File: config.mk
export PLATFORM = sky130hd
export DESIGN_NAME = link_slot_regs
export DESIGN_NICKNAME = d
export VERILOG_FILES = /design/src/inc/link_slot_pkg.sv /design/src/logic/link_slot_regs.sv /design/src/logic/strap_sync.sv
export SDC_FILE = /design/constraint.sdc
export NUM_CORES = 1
export LEC_CHECK = 0
export ABC_AREA = 1
export BUFFER_PORTS_ARGS = -buffer_cell sky130_fd_sc_hd__clkbuf_2
export CAP_MARGIN = 15
export CORE_ASPECT_RATIO = 0.9
export CORE_MARGIN = 2
export CORE_UTILIZATION = 38
export DETAILED_ROUTE_END_ITERATION = 8
export PLACE_DENSITY_LB_ADDON = 0.15
export SLEW_MARGIN = 20
export SYNTH_ARGS = -nofsm -noshare
export SYNTH_HDL_FRONTEND = slang
export SYNTH_SLANG_ARGS = --single-unit
File: constraint.sdc
create_clock -name pclk -period 0.8 [get_ports pclk]
set_input_delay 0.04 -clock pclk [delete_from_list [all_inputs] [get_ports pclk]]
set_output_delay 0.04 -clock pclk [all_outputs]
set_load 0.005 [all_outputs]
File: src/inc/link_slot_pkg.sv
package link_slot_pkg;

    // register byte offsets on the apb side
    localparam logic [7:0] LINK_CAP_OFF = 8'hbc;
    localparam logic [7:0] LINK_CTL_OFF = 8'hc0;
    localparam logic [7:0] SLOT_CAP_OFF = 8'hc4;

    // link capability fields
    localparam int MAX_SPEED_LSB = 0;
    localparam int MAX_WIDTH_LSB = 4;
    localparam int ASPM_SUP_LSB = 10;
    localparam int L0S_LAT_LSB = 12;
    localparam int L1_LAT_LSB = 15;
    localparam int PORT_NUM_LSB = 24;

    // link control (low half) and link state report (high half) fields
    localparam int ASPM_CTL_LSB = 0;
    localparam int READ_COMPLETION_BOUNDARY_BIT = 3;
    localparam int COMMON_CLK_BIT = 6;
    localparam int EXT_SYNC_BIT = 7;
    localparam int LINK_SPEED_LSB = 16;
    localparam int NEG_WIDTH_LSB = 20;
    localparam int TRAIN_ERR_BIT = 26;
    localparam int TRAINING_BIT = 27;
    localparam int SLOT_CLK_BIT = 28;

    // slot capability fields
    localparam int ATTN_BTN_BIT = 0;
    localparam int MRL_BIT = 2;
    localparam int ATTN_IND_BIT = 3;
    localparam int PWR_IND_BIT = 4;
    localparam int HP_CAP_BIT = 6;
    localparam int PWR_VAL_LSB = 7;
    localparam int PWR_SCALE_LSB = 15;
    localparam int SLOT_NUM_LSB = 19;

    // reset and fixed values
    localparam logic [3:0] MAX_SPEED_RST = 4'h1;
    localparam logic [5:0] MAX_WIDTH_RST = 6'h01;
    localparam logic [1:0] ASPM_SUP_RST = 2'h3;
    localparam logic [2:0] L0S_LAT_RST = 3'h3;
    localparam logic [2:0] L1_LAT_RST = 3'h6;
    localparam logic [7:0] PORT_NUM_RST = 8'h00;
    localparam logic [1:0] ASPM_CTL_RST = 2'h0;
    localparam logic [3:0] LINK_SPEED_RST = 4'h1;
    localparam logic SLOT_CLK_RST = 1'b1;
    localparam logic [7:0] PWR_VAL_RST = 8'h00;
    localparam logic [1:0] PWR_SCALE_RST = 2'h0;
    localparam logic [12:0] SLOT_NUM_RST = 13'h0000;

    // lane width codes
    localparam logic [5:0] WIDTH_X1 = 6'h01;
    localparam logic [5:0] WIDTH_X2 = 6'h02;
    localparam logic [5:0] WIDTH_X4 = 6'h04;
    localparam logic [5:0] WIDTH_X8 = 6'h08;
    localparam logic [5:0] WIDTH_X12 = 6'h0c;
    localparam logic [5:0] WIDTH_X16 = 6'h10;
    localparam logic [5:0] WIDTH_X32 = 6'h20;

    // power-management support codes
    localparam logic [1:0] ASPM_SUP_L0S = 2'h1;
    localparam logic [1:0] ASPM_SUP_BOTH = 2'h3;

    // software-owned link control bits
    typedef struct packed {
        logic ext_sync;
        logic common_clk;
        logic [1:0] aspm_ctl;
    } link_ctl_t;

    // state handed over by the training logic, same clock
    typedef struct packed {
        logic [5:0] neg_width;
        logic train_err;
        logic training;
    } link_state_t;

endpackage : link_slot_pkg

File: src/logic/link_slot_regs.sv
`timescale 1ns/1ns

// Notes on behaviour
// - max link speed bits 3:0 read 0001
// - max lane width bits 9:4, reset x1
// - power-management support bits 11:10 read ASPM_SUP, default 11
// - control bits 1:0 select power level, reset 00
// - completion boundary bit 3 reads zero
// - negotiated speed bits 19:16 read one
// - slot bits 0,2,3,4,6 follow hot-plug strap
module link_slot_regs #(
    parameter logic [5:0] MAX_WIDTH = link_slot_pkg::MAX_WIDTH_RST,
    parameter logic [1:0] ASPM_SUP = link_slot_pkg::ASPM_SUP_RST
) (
    input wire logic pclk,
    input wire logic presetn,
    input wire logic psel,
    input wire logic penable,
    input wire logic pwrite,
    input wire logic [7:0] paddr,
    input wire logic [31:0] pwdata,
    input wire logic [3:0] pstrb,
    output logic [31:0] prdata,
    output logic pready,
    output logic pslverr,
    input wire logic hotplug_strap,
    input wire link_slot_pkg::link_state_t link_state,
    output link_slot_pkg::link_ctl_t link_ctl
);

    ////////////////////////////////////////////////////////////////////////
    // elaboration checks: only codes the capability field can carry
    function automatic logic width_legal(input logic [5:0] w);
        width_legal = (w == link_slot_pkg::WIDTH_X1)
            || (w == link_slot_pkg::WIDTH_X2)
            || (w == link_slot_pkg::WIDTH_X4)
            || (w == link_slot_pkg::WIDTH_X8)
            || (w == link_slot_pkg::WIDTH_X12)
            || (w == link_slot_pkg::WIDTH_X16)
            || (w == link_slot_pkg::WIDTH_X32);
    endfunction : width_legal

    if (!width_legal(MAX_WIDTH)) begin : g_bad_width
        $error("MAX_WIDTH is not a legal lane code");
    end
    if ((ASPM_SUP != link_slot_pkg::ASPM_SUP_L0S)
        && (ASPM_SUP != link_slot_pkg::ASPM_SUP_BOTH)) begin : g_bad_aspm
        $error("ASPM_SUP must be L0s only or both");
    end

    ////////////////////////////////////////////////////////////////////////
    // state of the block
    typedef struct packed {
        logic [31:0] rdata;
        logic err;
        link_slot_pkg::link_ctl_t ctl;
    } regs_st_t;

    regs_st_t st_q;
    regs_st_t st_d;
    logic hp_en;
    logic setup;
    logic access;
    logic hit_cap;
    logic hit_ctl;
    logic hit_slot;
    logic [31:0] cap_word;
    logic [31:0] ctl_word;
    logic [31:0] slot_word;

    ////////////////////////////////////////////////////////////////////////
    // the strap is a pin, so it is synchronised before use
    strap_sync u_strap_sync (
        .pclk(pclk),
        .presetn(presetn),
        .pin(hotplug_strap),
        .level(hp_en)
    );

    ////////////////////////////////////////////////////////////////////////
    // apb phase and address decode
    assign setup = psel && !penable;
    assign access = psel && penable;
    assign hit_cap = (paddr == link_slot_pkg::LINK_CAP_OFF);
    assign hit_ctl = (paddr == link_slot_pkg::LINK_CTL_OFF);
    assign hit_slot = (paddr == link_slot_pkg::SLOT_CAP_OFF);

    ////////////////////////////////////////////////////////////////////////
    // read words; every bit not named here reads zero
    always_comb begin
        cap_word = 32'h0000_0000;
        cap_word[link_slot_pkg::MAX_SPEED_LSB +: 4] =
            link_slot_pkg::MAX_SPEED_RST;
        cap_word[link_slot_pkg::MAX_WIDTH_LSB +: 6] = MAX_WIDTH;
        cap_word[link_slot_pkg::ASPM_SUP_LSB +: 2] = ASPM_SUP;
        cap_word[link_slot_pkg::L0S_LAT_LSB +: 3] =
            link_slot_pkg::L0S_LAT_RST;
        cap_word[link_slot_pkg::L1_LAT_LSB +: 3] =
            link_slot_pkg::L1_LAT_RST;
        cap_word[link_slot_pkg::PORT_NUM_LSB +: 8] =
            link_slot_pkg::PORT_NUM_RST;
    end

    always_comb begin
        ctl_word = 32'h0000_0000;
        ctl_word[link_slot_pkg::ASPM_CTL_LSB +: 2] = st_q.ctl.aspm_ctl;
        ctl_word[link_slot_pkg::READ_COMPLETION_BOUNDARY_BIT] =
            1'b0;
        ctl_word[link_slot_pkg::COMMON_CLK_BIT] = st_q.ctl.common_clk;
        ctl_word[link_slot_pkg::EXT_SYNC_BIT] = st_q.ctl.ext_sync;
        ctl_word[link_slot_pkg::LINK_SPEED_LSB +: 4] =
            link_slot_pkg::LINK_SPEED_RST;
        ctl_word[link_slot_pkg::NEG_WIDTH_LSB +: 6] = link_state.neg_width;
        ctl_word[link_slot_pkg::TRAIN_ERR_BIT] = link_state.train_err;
        ctl_word[link_slot_pkg::TRAINING_BIT] = link_state.training;
        ctl_word[link_slot_pkg::SLOT_CLK_BIT] = link_slot_pkg::SLOT_CLK_RST;
    end

    // hot-plug presence bits are a live copy of the synchronised strap
    always_comb begin
        slot_word = 32'h0000_0000;
        slot_word[link_slot_pkg::ATTN_BTN_BIT] = hp_en;
        slot_word[link_slot_pkg::MRL_BIT] = hp_en;
        slot_word[link_slot_pkg::ATTN_IND_BIT] = hp_en;
        slot_word[link_slot_pkg::PWR_IND_BIT] = hp_en;
        slot_word[link_slot_pkg::HP_CAP_BIT] = hp_en;
        slot_word[link_slot_pkg::PWR_VAL_LSB +: 8] =
            link_slot_pkg::PWR_VAL_RST;
        slot_word[link_slot_pkg::PWR_SCALE_LSB +: 2] =
            link_slot_pkg::PWR_SCALE_RST;
        slot_word[link_slot_pkg::SLOT_NUM_LSB +: 13] =
            link_slot_pkg::SLOT_NUM_RST;
    end

    ////////////////////////////////////////////////////////////////////////
    // next state: read data and error are captured in the setup cycle so
    // that the slave answers with zero wait states from flip-flops
    always_comb begin
        st_d = st_q;
        if (setup) begin
            st_d.err = !(hit_cap || hit_ctl || hit_slot);
            if (pwrite || !(hit_cap || hit_ctl || hit_slot)) begin
                st_d.rdata = 32'h0000_0000;
            end else if (hit_cap) begin
                st_d.rdata = cap_word;
            end else if (hit_ctl) begin
                st_d.rdata = ctl_word;
            end else begin
                st_d.rdata = slot_word;
            end
        end
        // only the writable bits of byte 0 at the control word take data;
        // everything else, including the whole capability words, is
        // dropped on the floor
        if (access && pwrite && hit_ctl && pstrb[0]) begin
            st_d.ctl.aspm_ctl =
                pwdata[link_slot_pkg::ASPM_CTL_LSB +: 2];
            st_d.ctl.common_clk = pwdata[link_slot_pkg::COMMON_CLK_BIT];
            st_d.ctl.ext_sync = pwdata[link_slot_pkg::EXT_SYNC_BIT];
        end
    end

    always_ff @(posedge pclk or negedge presetn) begin
        if (!presetn) begin
            st_q.rdata <= 32'h0000_0000;
            st_q.err <= 1'b0;
            st_q.ctl.aspm_ctl <= link_slot_pkg::ASPM_CTL_RST;
            st_q.ctl.common_clk <= 1'b0;
            st_q.ctl.ext_sync <= 1'b0;
        end else begin
            st_q <= st_d;
        end
    end

    ////////////////////////////////////////////////////////////////////////
    // outputs; ready and pslverr are the combinational ones
    assign pready = access;
    assign prdata = st_q.rdata;
    assign pslverr = access && st_q.err;
    assign link_ctl = st_q.ctl;
endmodule : link_slot_regs

File: src/logic/strap_sync.sv
`timescale 1ns/1ns

// three-stage pin synchroniser; output moves only when stages two and
// three agree, so a single metastable sample never reaches the registers
module strap_sync (
    input wire logic pclk,
    input wire logic presetn,
    input wire logic pin,
    output logic level
);

    typedef struct packed {
        logic s1;
        logic s2;
        logic s3;
        logic out;
    } sync_st_t;

    sync_st_t st_q;
    sync_st_t st_d;

    ////////////////////////////////////////////////////////////////////////
    // next state: s1 feeds only s2
    always_comb begin
        st_d = st_q;
        st_d.s1 = pin;
        st_d.s2 = st_q.s1;
        st_d.s3 = st_q.s2;
        if (st_q.s2 == st_q.s3) begin
            st_d.out = st_q.s3;
        end
    end

    always_ff @(posedge pclk or negedge presetn) begin
        if (!presetn) begin
            st_q <= '0;
        end else begin
            st_q <= st_d;
        end
    end

    assign level = st_q.out;

endmodule : strap_sync

==> flow_metrics.py, run 1 <==
metrics = {
    "logic_synthesis": {
        "syn_area_um2": 1540,
        "synthDominantCellAreaShare": 0.423,
        "synthFlopType": "dfrtp_1",
        "syn_inst": 177,
        "syn_area_per_cell_um2": 8.69,
        "ys_top_cells_by_area": "dfrtp_1, buf_4, nand2_1",
        "synth_cell_types": 20,
        "ys_async_sr_fraction": 1.00,
        "synth_top_area_cell": "dfrtp_1",
        "synth-seq-cells": 26,
        "ys_seq_area_frac": 0.423,
        "ys.warnings.count": 0,
        "synth_edf_count": 0,
    },
    "placement": {
        "port_buffers": 54,
        "dp_cells": 256,
        "place_area_um2": 1690,
        "globalplace.congestion": 0.726,
        "hpwl_mm": 2.28,
    },
    "sta": {
        "setup_viol_count_final": 24,
        "fmax_ghz": 1.09,
        "slew_viol_final": 0,
        "period_share": 1.14,
        "period_needed_ns": 0.915,
        "rsz0062_at_grt": "true",
        "worst_slack_ns": -0.115,
        "hold_viol_final": 0,
        "skew_ns": 0.00563,
    },
    "die": {
        "fp.dieW_um": 71.1,
        "dieHeight_um": 64.4,
        "placeableCoreArea_um2": 3810,
        "io_pins": 96,
        "row_count": 21,
        "initial_core_util": 0.404,
        "die_area_um2": 4570,
    },
    "setup_path": {
        "endpoint_kind": "output pin",
        "required_ns": 0.76,
        "cpPeakStageDelay_ns": 0.39,
        "arrival_ns": 0.87,
        "cp_slowest_cell": "dfrtp_1",
        "worstSetupStartpointType": "flip-flop",
        "cp_max_fo": 2,
        "path_class": "flip-flop to output pin",
        "critical_path.cell_chain": "buf_6 > clkbuf_2",
    },
    "drt": {
        "ant_nets": 0,
        "post_drt_wl_per_cell_um": 10.6,
        "drtIter0Drc": 50,
        "remaining_drc_errors": 0,
        "wl_mm": 3.04,
        "dr_total_vias": 1218,
        "dr.pass1.iters": 4,
        "vias_per_cell": 4.23,
    },
    "final_layout": {
        "antenna_cells": 0,
        "stdcell_area_um2": 2020,
        "final_cell_count_no_fill": 288,
        "drive_gt1_frac": 0.479,
        "final_util": 0.530,
        "area_growth_pct": 31.4,
        "fin_nets": 301,
    },
    "clock_tree": {
        "clk_latency_ns": 0.26,
        "h-tree-depth": 1,
        "path_clk_slew_ns": 0.08,
        "clkSinkCount": 26,
        "cts_buffer_depth": 2,
        "root_buffer": "clkbuf_8",
        "cts_tree": "yes",
        "cts-buffers-inserted": 3,
    },
    "grt": {
        "first_global_vias": 1148,
        "grt_usage": 0.135,
        "grt_antenna_before_repair": 0,
        "grt_overflow_total": 0,
        "grt_first_pass_wirelength_mm": 4.97,
        "grt_max_degree": 27,
    },
    "outcome": {
        "status": "finished, violations left",
        "violations": "setup timing",
    },
    "pwr": {
        "power_mw": 2.53,
        "power_density_nw_per_um2": 1250,
        "leakage_nw": 1.19,
        "vdd_drop_max_uv": 1290,
    },
    "run": {
        "maxCapViolations": 0,
    },
    "hold_path": {
        "hold_path.class": "input port to flip-flop",
    },
}
cell type report:
class | instances | area (um2)
Timing Repair Buffer | 91 | 609
Sequential cell | 26 | 652
Tap cell | 46 | 57.6
Clock buffer | 4 | 55.1
Multi-Input combinational cell | 103 | 579
Fill cell | 368 | 1790
Inverter | 18 | 67.6
worst paths after layout:
kind                       slack, ns                    to  cells after the start                 start
max                            -0.11           link_ctl[0]                      2           link_ctl[0]
min                            0.004            prdata[26]                      3         link_state[1]
max reg2reg                    -0.08             prdata[0]                      5           link_ctl[0]
min reg2reg                     0.36  u_strap_sync.st_d[1]                      0  u_strap_sync.st_d[2]
max in group asynchronous       0.25            prdata[17]                      3               presetn
min in group asynchronous       0.29            prdata[17]                      3               presetn
worst max-delay path, delay by kind of cell (launching register included):
kind     cells  cell delay, ns
buf+inv      2            0.22
flops        1            0.39
cells in the final DEF, fill, tap and decap left out, types with 2 or more instances in the layout:
cell type	instances
nand2_1	43
nor2_1	3
nand2_2	6
conb_1	10
nand2_4	2
buf_2	2
clkbuf_2	52
nand3_1	12
nor2_2	3
buf_6	5
clkbuf_8	4
o21ai_1	6
nand3_2	8
dfrtp_1	25
nor2_4	5
buf_4	19
nand3_4	2
inv_2	4
dlygate4sd3_1	12
inv_1	14
report_power, final:
| group | switching (mW) | total, mW | leakage (nW) | internal [mW] |
|---|---|---|---|---|
| clock | 0.388 | 0.827 | 0.0288 | 0.439 |
| combinational | 0.183 | 0.350 | 0.815 | 0.167 |
| sequential | 0.0147 | 1.35 | 0.350 | 1.33 |
| total | 0.585 | 2.53 | 1.19 | 1.94 |
repair_timing:
| action | 4_1_cts | 5_1_grt |
|---|---|---|
| setup endpoints to repair | 29 | 37 |
| pin swaps | 2 | 4 |
| buffers inserted | 10 | 6 |
| endpoints found under the hold margin | 37 | 0 |
| hold buffers | 12 | 0 |
| resized for setup | 2 | 13 |
synthesized netlist by cell type, types with 2 or more instances:
library cell and count:
nand2_4 2, o21ai_1 6, buf_4 37, inv_2 3, inv_1 15, nor2_4 5
nor2_2 3, nand3_4 2, nand3_1 14, nand3_2 6, nand2_1 45, nor2_1 3
dfrtp_1 26, nand2_2 4
stage by stage:
step           hold slack [ns]  worst slack [ns]  TNS (ns)
3_5_place_dp            0.0511            -0.131     -2.31
4_1_cts               0.000335            -0.128     -1.17
3_3_place_gp            0.0448            -0.107     -1.61
5_1_grt                 0.0187            -0.174     -2.08
2_1_floorplan           -0.256           0.00392         0
6_report               0.00448            -0.115    -0.868
state kept, by name, indices dropped and copies added (netlist names):
register and count:
prdata 17, u_strap_sync.st_d 2, u_strap_sync.st_q 1, link_ctl 4
u_strap_sync.level 1, st_q 1
kinds of logic (layout without fill, tap and decap cells):
group	Yosys count	in the layout	synth area share
adders and majority gates	1	1	0.00651
other	1	10	0.00244
DFF	26	26	0.423
buffers and inverters	57	113	0.235
AOI/OAI and AO/OA	8	8	0.0285
and+or+nand+nor	84	84	0.304
metal layers:
metal | up-vias | share of wire | wire, um | GRT usage
li1 | 628 | - | - | -
met1 | 556 | 0.44 | 1340 | 0.168
met2 | 34 | 0.51 | 1550 | 0.248
met3 | 0 | 0.050 | 152 | 0.0347
met4 | 0 | 0 | 0 | 0.00708
met5 | - | 0 | 0 | 0
Note: power is estimated with default switching activity, not from simulation.
==> run 2, diff against run 1 <==
--- a/config.mk
+++ b/config.mk
@@ -8,9 +8,11 @@
 export ABC_AREA = 1
 export BUFFER_PORTS_ARGS = -buffer_cell sky130_fd_sc_hd__clkbuf_2
 export CAP_MARGIN = 15
+export CELL_PAD_IN_SITES_DETAIL_PLACEMENT = 1
+export CELL_PAD_IN_SITES_GLOBAL_PLACEMENT = 1
 export CORE_ASPECT_RATIO = 0.9
 export CORE_MARGIN = 2
-export CORE_UTILIZATION = 38
+export CORE_UTILIZATION = 26
 export DETAILED_ROUTE_END_ITERATION = 8
 export PLACE_DENSITY_LB_ADDON = 0.15
 export SLEW_MARGIN = 20
==> run 2 against run 1 <==
Against the previous run:
- critical path depth unchanged
- the run still ends with setup timing left
- wire length up 15%
- register-to-register slack about the same
- clock skew down 0.0027 ns
- first-iteration DRC count down 14%
- clock power down 12%
==> flow_metrics.py, run 2 (synthesis results as in run 1) <==
metrics = {
    "hold_path": {
        "min_to": "prdata[21]",
        "hold_path.class": "input port to flip-flop",
        "min_from": "link_state[3]",
        "min_path_cells": 3,
    },
    "grt": {
        "grt_antenna_before_repair": 0,
        "grt_first_pass_wirelength_mm": 5.58,
        "first_global_vias": 1220,
        "grt_max_degree": 27,
        "grt_usage": 0.105,
        "grt_overflow_total": 0,
    },
    "sta": {
        "period_needed_ns": 0.915,
        "slew_viol_final": 0,
        "skew_ns": 0.00291,
        "fmax_ghz": 1.09,
        "fin_tns_setup_ns": -0.914,
        "setup_viol_count_final": 26,
        "hold_viol_final": 0,
        "worst_slack_ns": -0.115,
        "period_share": 1.14,
        "rsz0062_at_grt": "true",
    },
    "drt": {
        "wl_mm": 3.51,
        "remaining_drc_errors": 0,
        "drtIter0Drc": 43,
        "dr_total_vias": 1244,
        "post_drt_wl_per_cell_um": 11.3,
        "dr.pass1.iters": 2,
        "ant_nets": 0,
        "vias_per_cell": 4.01,
    },
    "setup_path": {
        "endpoint_kind": "output pin",
        "path_class": "flip-flop to output pin",
        "regToRegSetupSlack_ns": -0.07,
        "arrival_ns": 0.88,
        "required_ns": 0.76,
        "r2r-start": "link_ctl[0]",
        "ff2ff_path_depth": 5,
        "cp_slowest_cell": "dfrtp_1",
        "cp_top_family": "flip-flops",
        "cpPeakStageDelay_ns": 0.39,
        "cp_max_fo": 2,
        "critical_path.cell_chain": "buf_6 > clkbuf_2",
        "r2r-end": "prdata[0]",
        "critPathBufInv": 2,
        "worstSetupStartpointType": "flip-flop",
    },
    "final_layout": {
        "drive_gt1_frac": 0.508,
        "fin_nets": 300,
        "final_cell_mix": "clkbuf_2, nand2_1, dfrtp_1, buf_4, inv_1",
        "largest_reg_flops": 17,
        "area_growth_pct": 35.2,
        "antenna_cells": 0,
        "final_common_cell": "clkbuf_2",
    },
    "die": {
        "io_pins": 96,
        "row_count": 26,
        "die_area_um2": 6550,
        "placeableCoreArea_um2": 5690,
        "dieHeight_um": 77.0,
        "fp.dieW_um": 85.1,
        "initial_core_util": 0.270,
    },
    "outcome": {
        "violations": "setup timing",
        "status": "finished, violations left",
    },
    "clock_tree": {
        "h-tree-depth": 1,
        "root_buffer": "clkbuf_8",
        "cts-buffers-inserted": 3,
        "clkSinkCount": 26,
        "cts_tree": "yes",
        "cts_buffer_depth": 2,
        "clk_latency_ns": 0.26,
        "path_clk_slew_ns": 0.09,
    },
    "placement": {
        "port_buffers": 54,
        "hpwl_mm": 2.56,
        "globalplace.congestion": 0.705,
    },
    "pwr": {
        "vdd_drop_max_uv": 668,
        "power_mw": 2.47,
        "leakage_nw": 1.20,
        "power_density_nw_per_um2": 1190,
    },
    "run": {
        "maxCapViolations": 0,
    },
}
-- run 2: layer usage --
metal	global-route usage	routed length, um
met5	0	0
met4	0.0190	27
met3	0.0237	137
met2	0.183	1800
met1	0.134	1550
-- run 2: worst max path at each step --
stage                        from            endpoint  slack, ns  depth (start not counted)
2_1_floorplan  u_strap_sync.level  u_strap_sync.level      0.004                          1
4_1_cts               link_ctl[0]         link_ctl[0]      -0.13                          2
3_5_place_dp             paddr[5]          prdata[21]      -0.14                          7
6_report              link_ctl[0]         link_ctl[0]      -0.12                          2
5_1_grt                   st_q[4]             pslverr      -0.16                          3
3_3_place_gp             paddr[1]          prdata[22]      -0.12                          7
-- run 2: area by class of cell --
cell class	instances	area, um2
inverter	18	67.6
fill	683	3610
clock buffer	3	41.3
sequential	26	652
multi-input combinational	103	603
timing repair buffer	90	627
tap	70	87.6
-- run 2: what timing repair did --
item	CTS	global route
pin swaps	4	5
gates resized for setup	3	14
endpoints found under the setup margin	30	34
setup buffers	10	6
hold buffers	10	0
endpoints found under the hold margin	35	0
-- run 2: per-stage QoR --
step | hold WS (ns) | setup WS (ns) | std cells | utilization | area [um2]
finish | 0.00583 | -0.115 | 310 | 0.365 | 2080
global route | 0.0138 | -0.158 | 310 | 0.365 | 2080
CTS | 0.00273 | -0.131 | 304 | 0.349 | 1990
detailed placement | 0.00203 | -0.144 | 281 | 0.309 | 1760
global placement | 0.00217 | -0.124 | 281 | 0.309 | 1760
floorplan | -0.256 | 0.00392 | 186 | - | 1570
-- run 2: power breakdown --
group	switching (mW)	internal, mW
logic	0.203	0.196
clock network	0.388	0.337
registers	0.0140	1.33
-- run 2: worst reg2reg max path: stages, from the launching register on --
cell and delay, ns:
dfrtp_1 0.39, buf_4 0.14, nand3_2 0.07, nand3_2 0.07, nand3_2 0.06, nand2_1 0.04
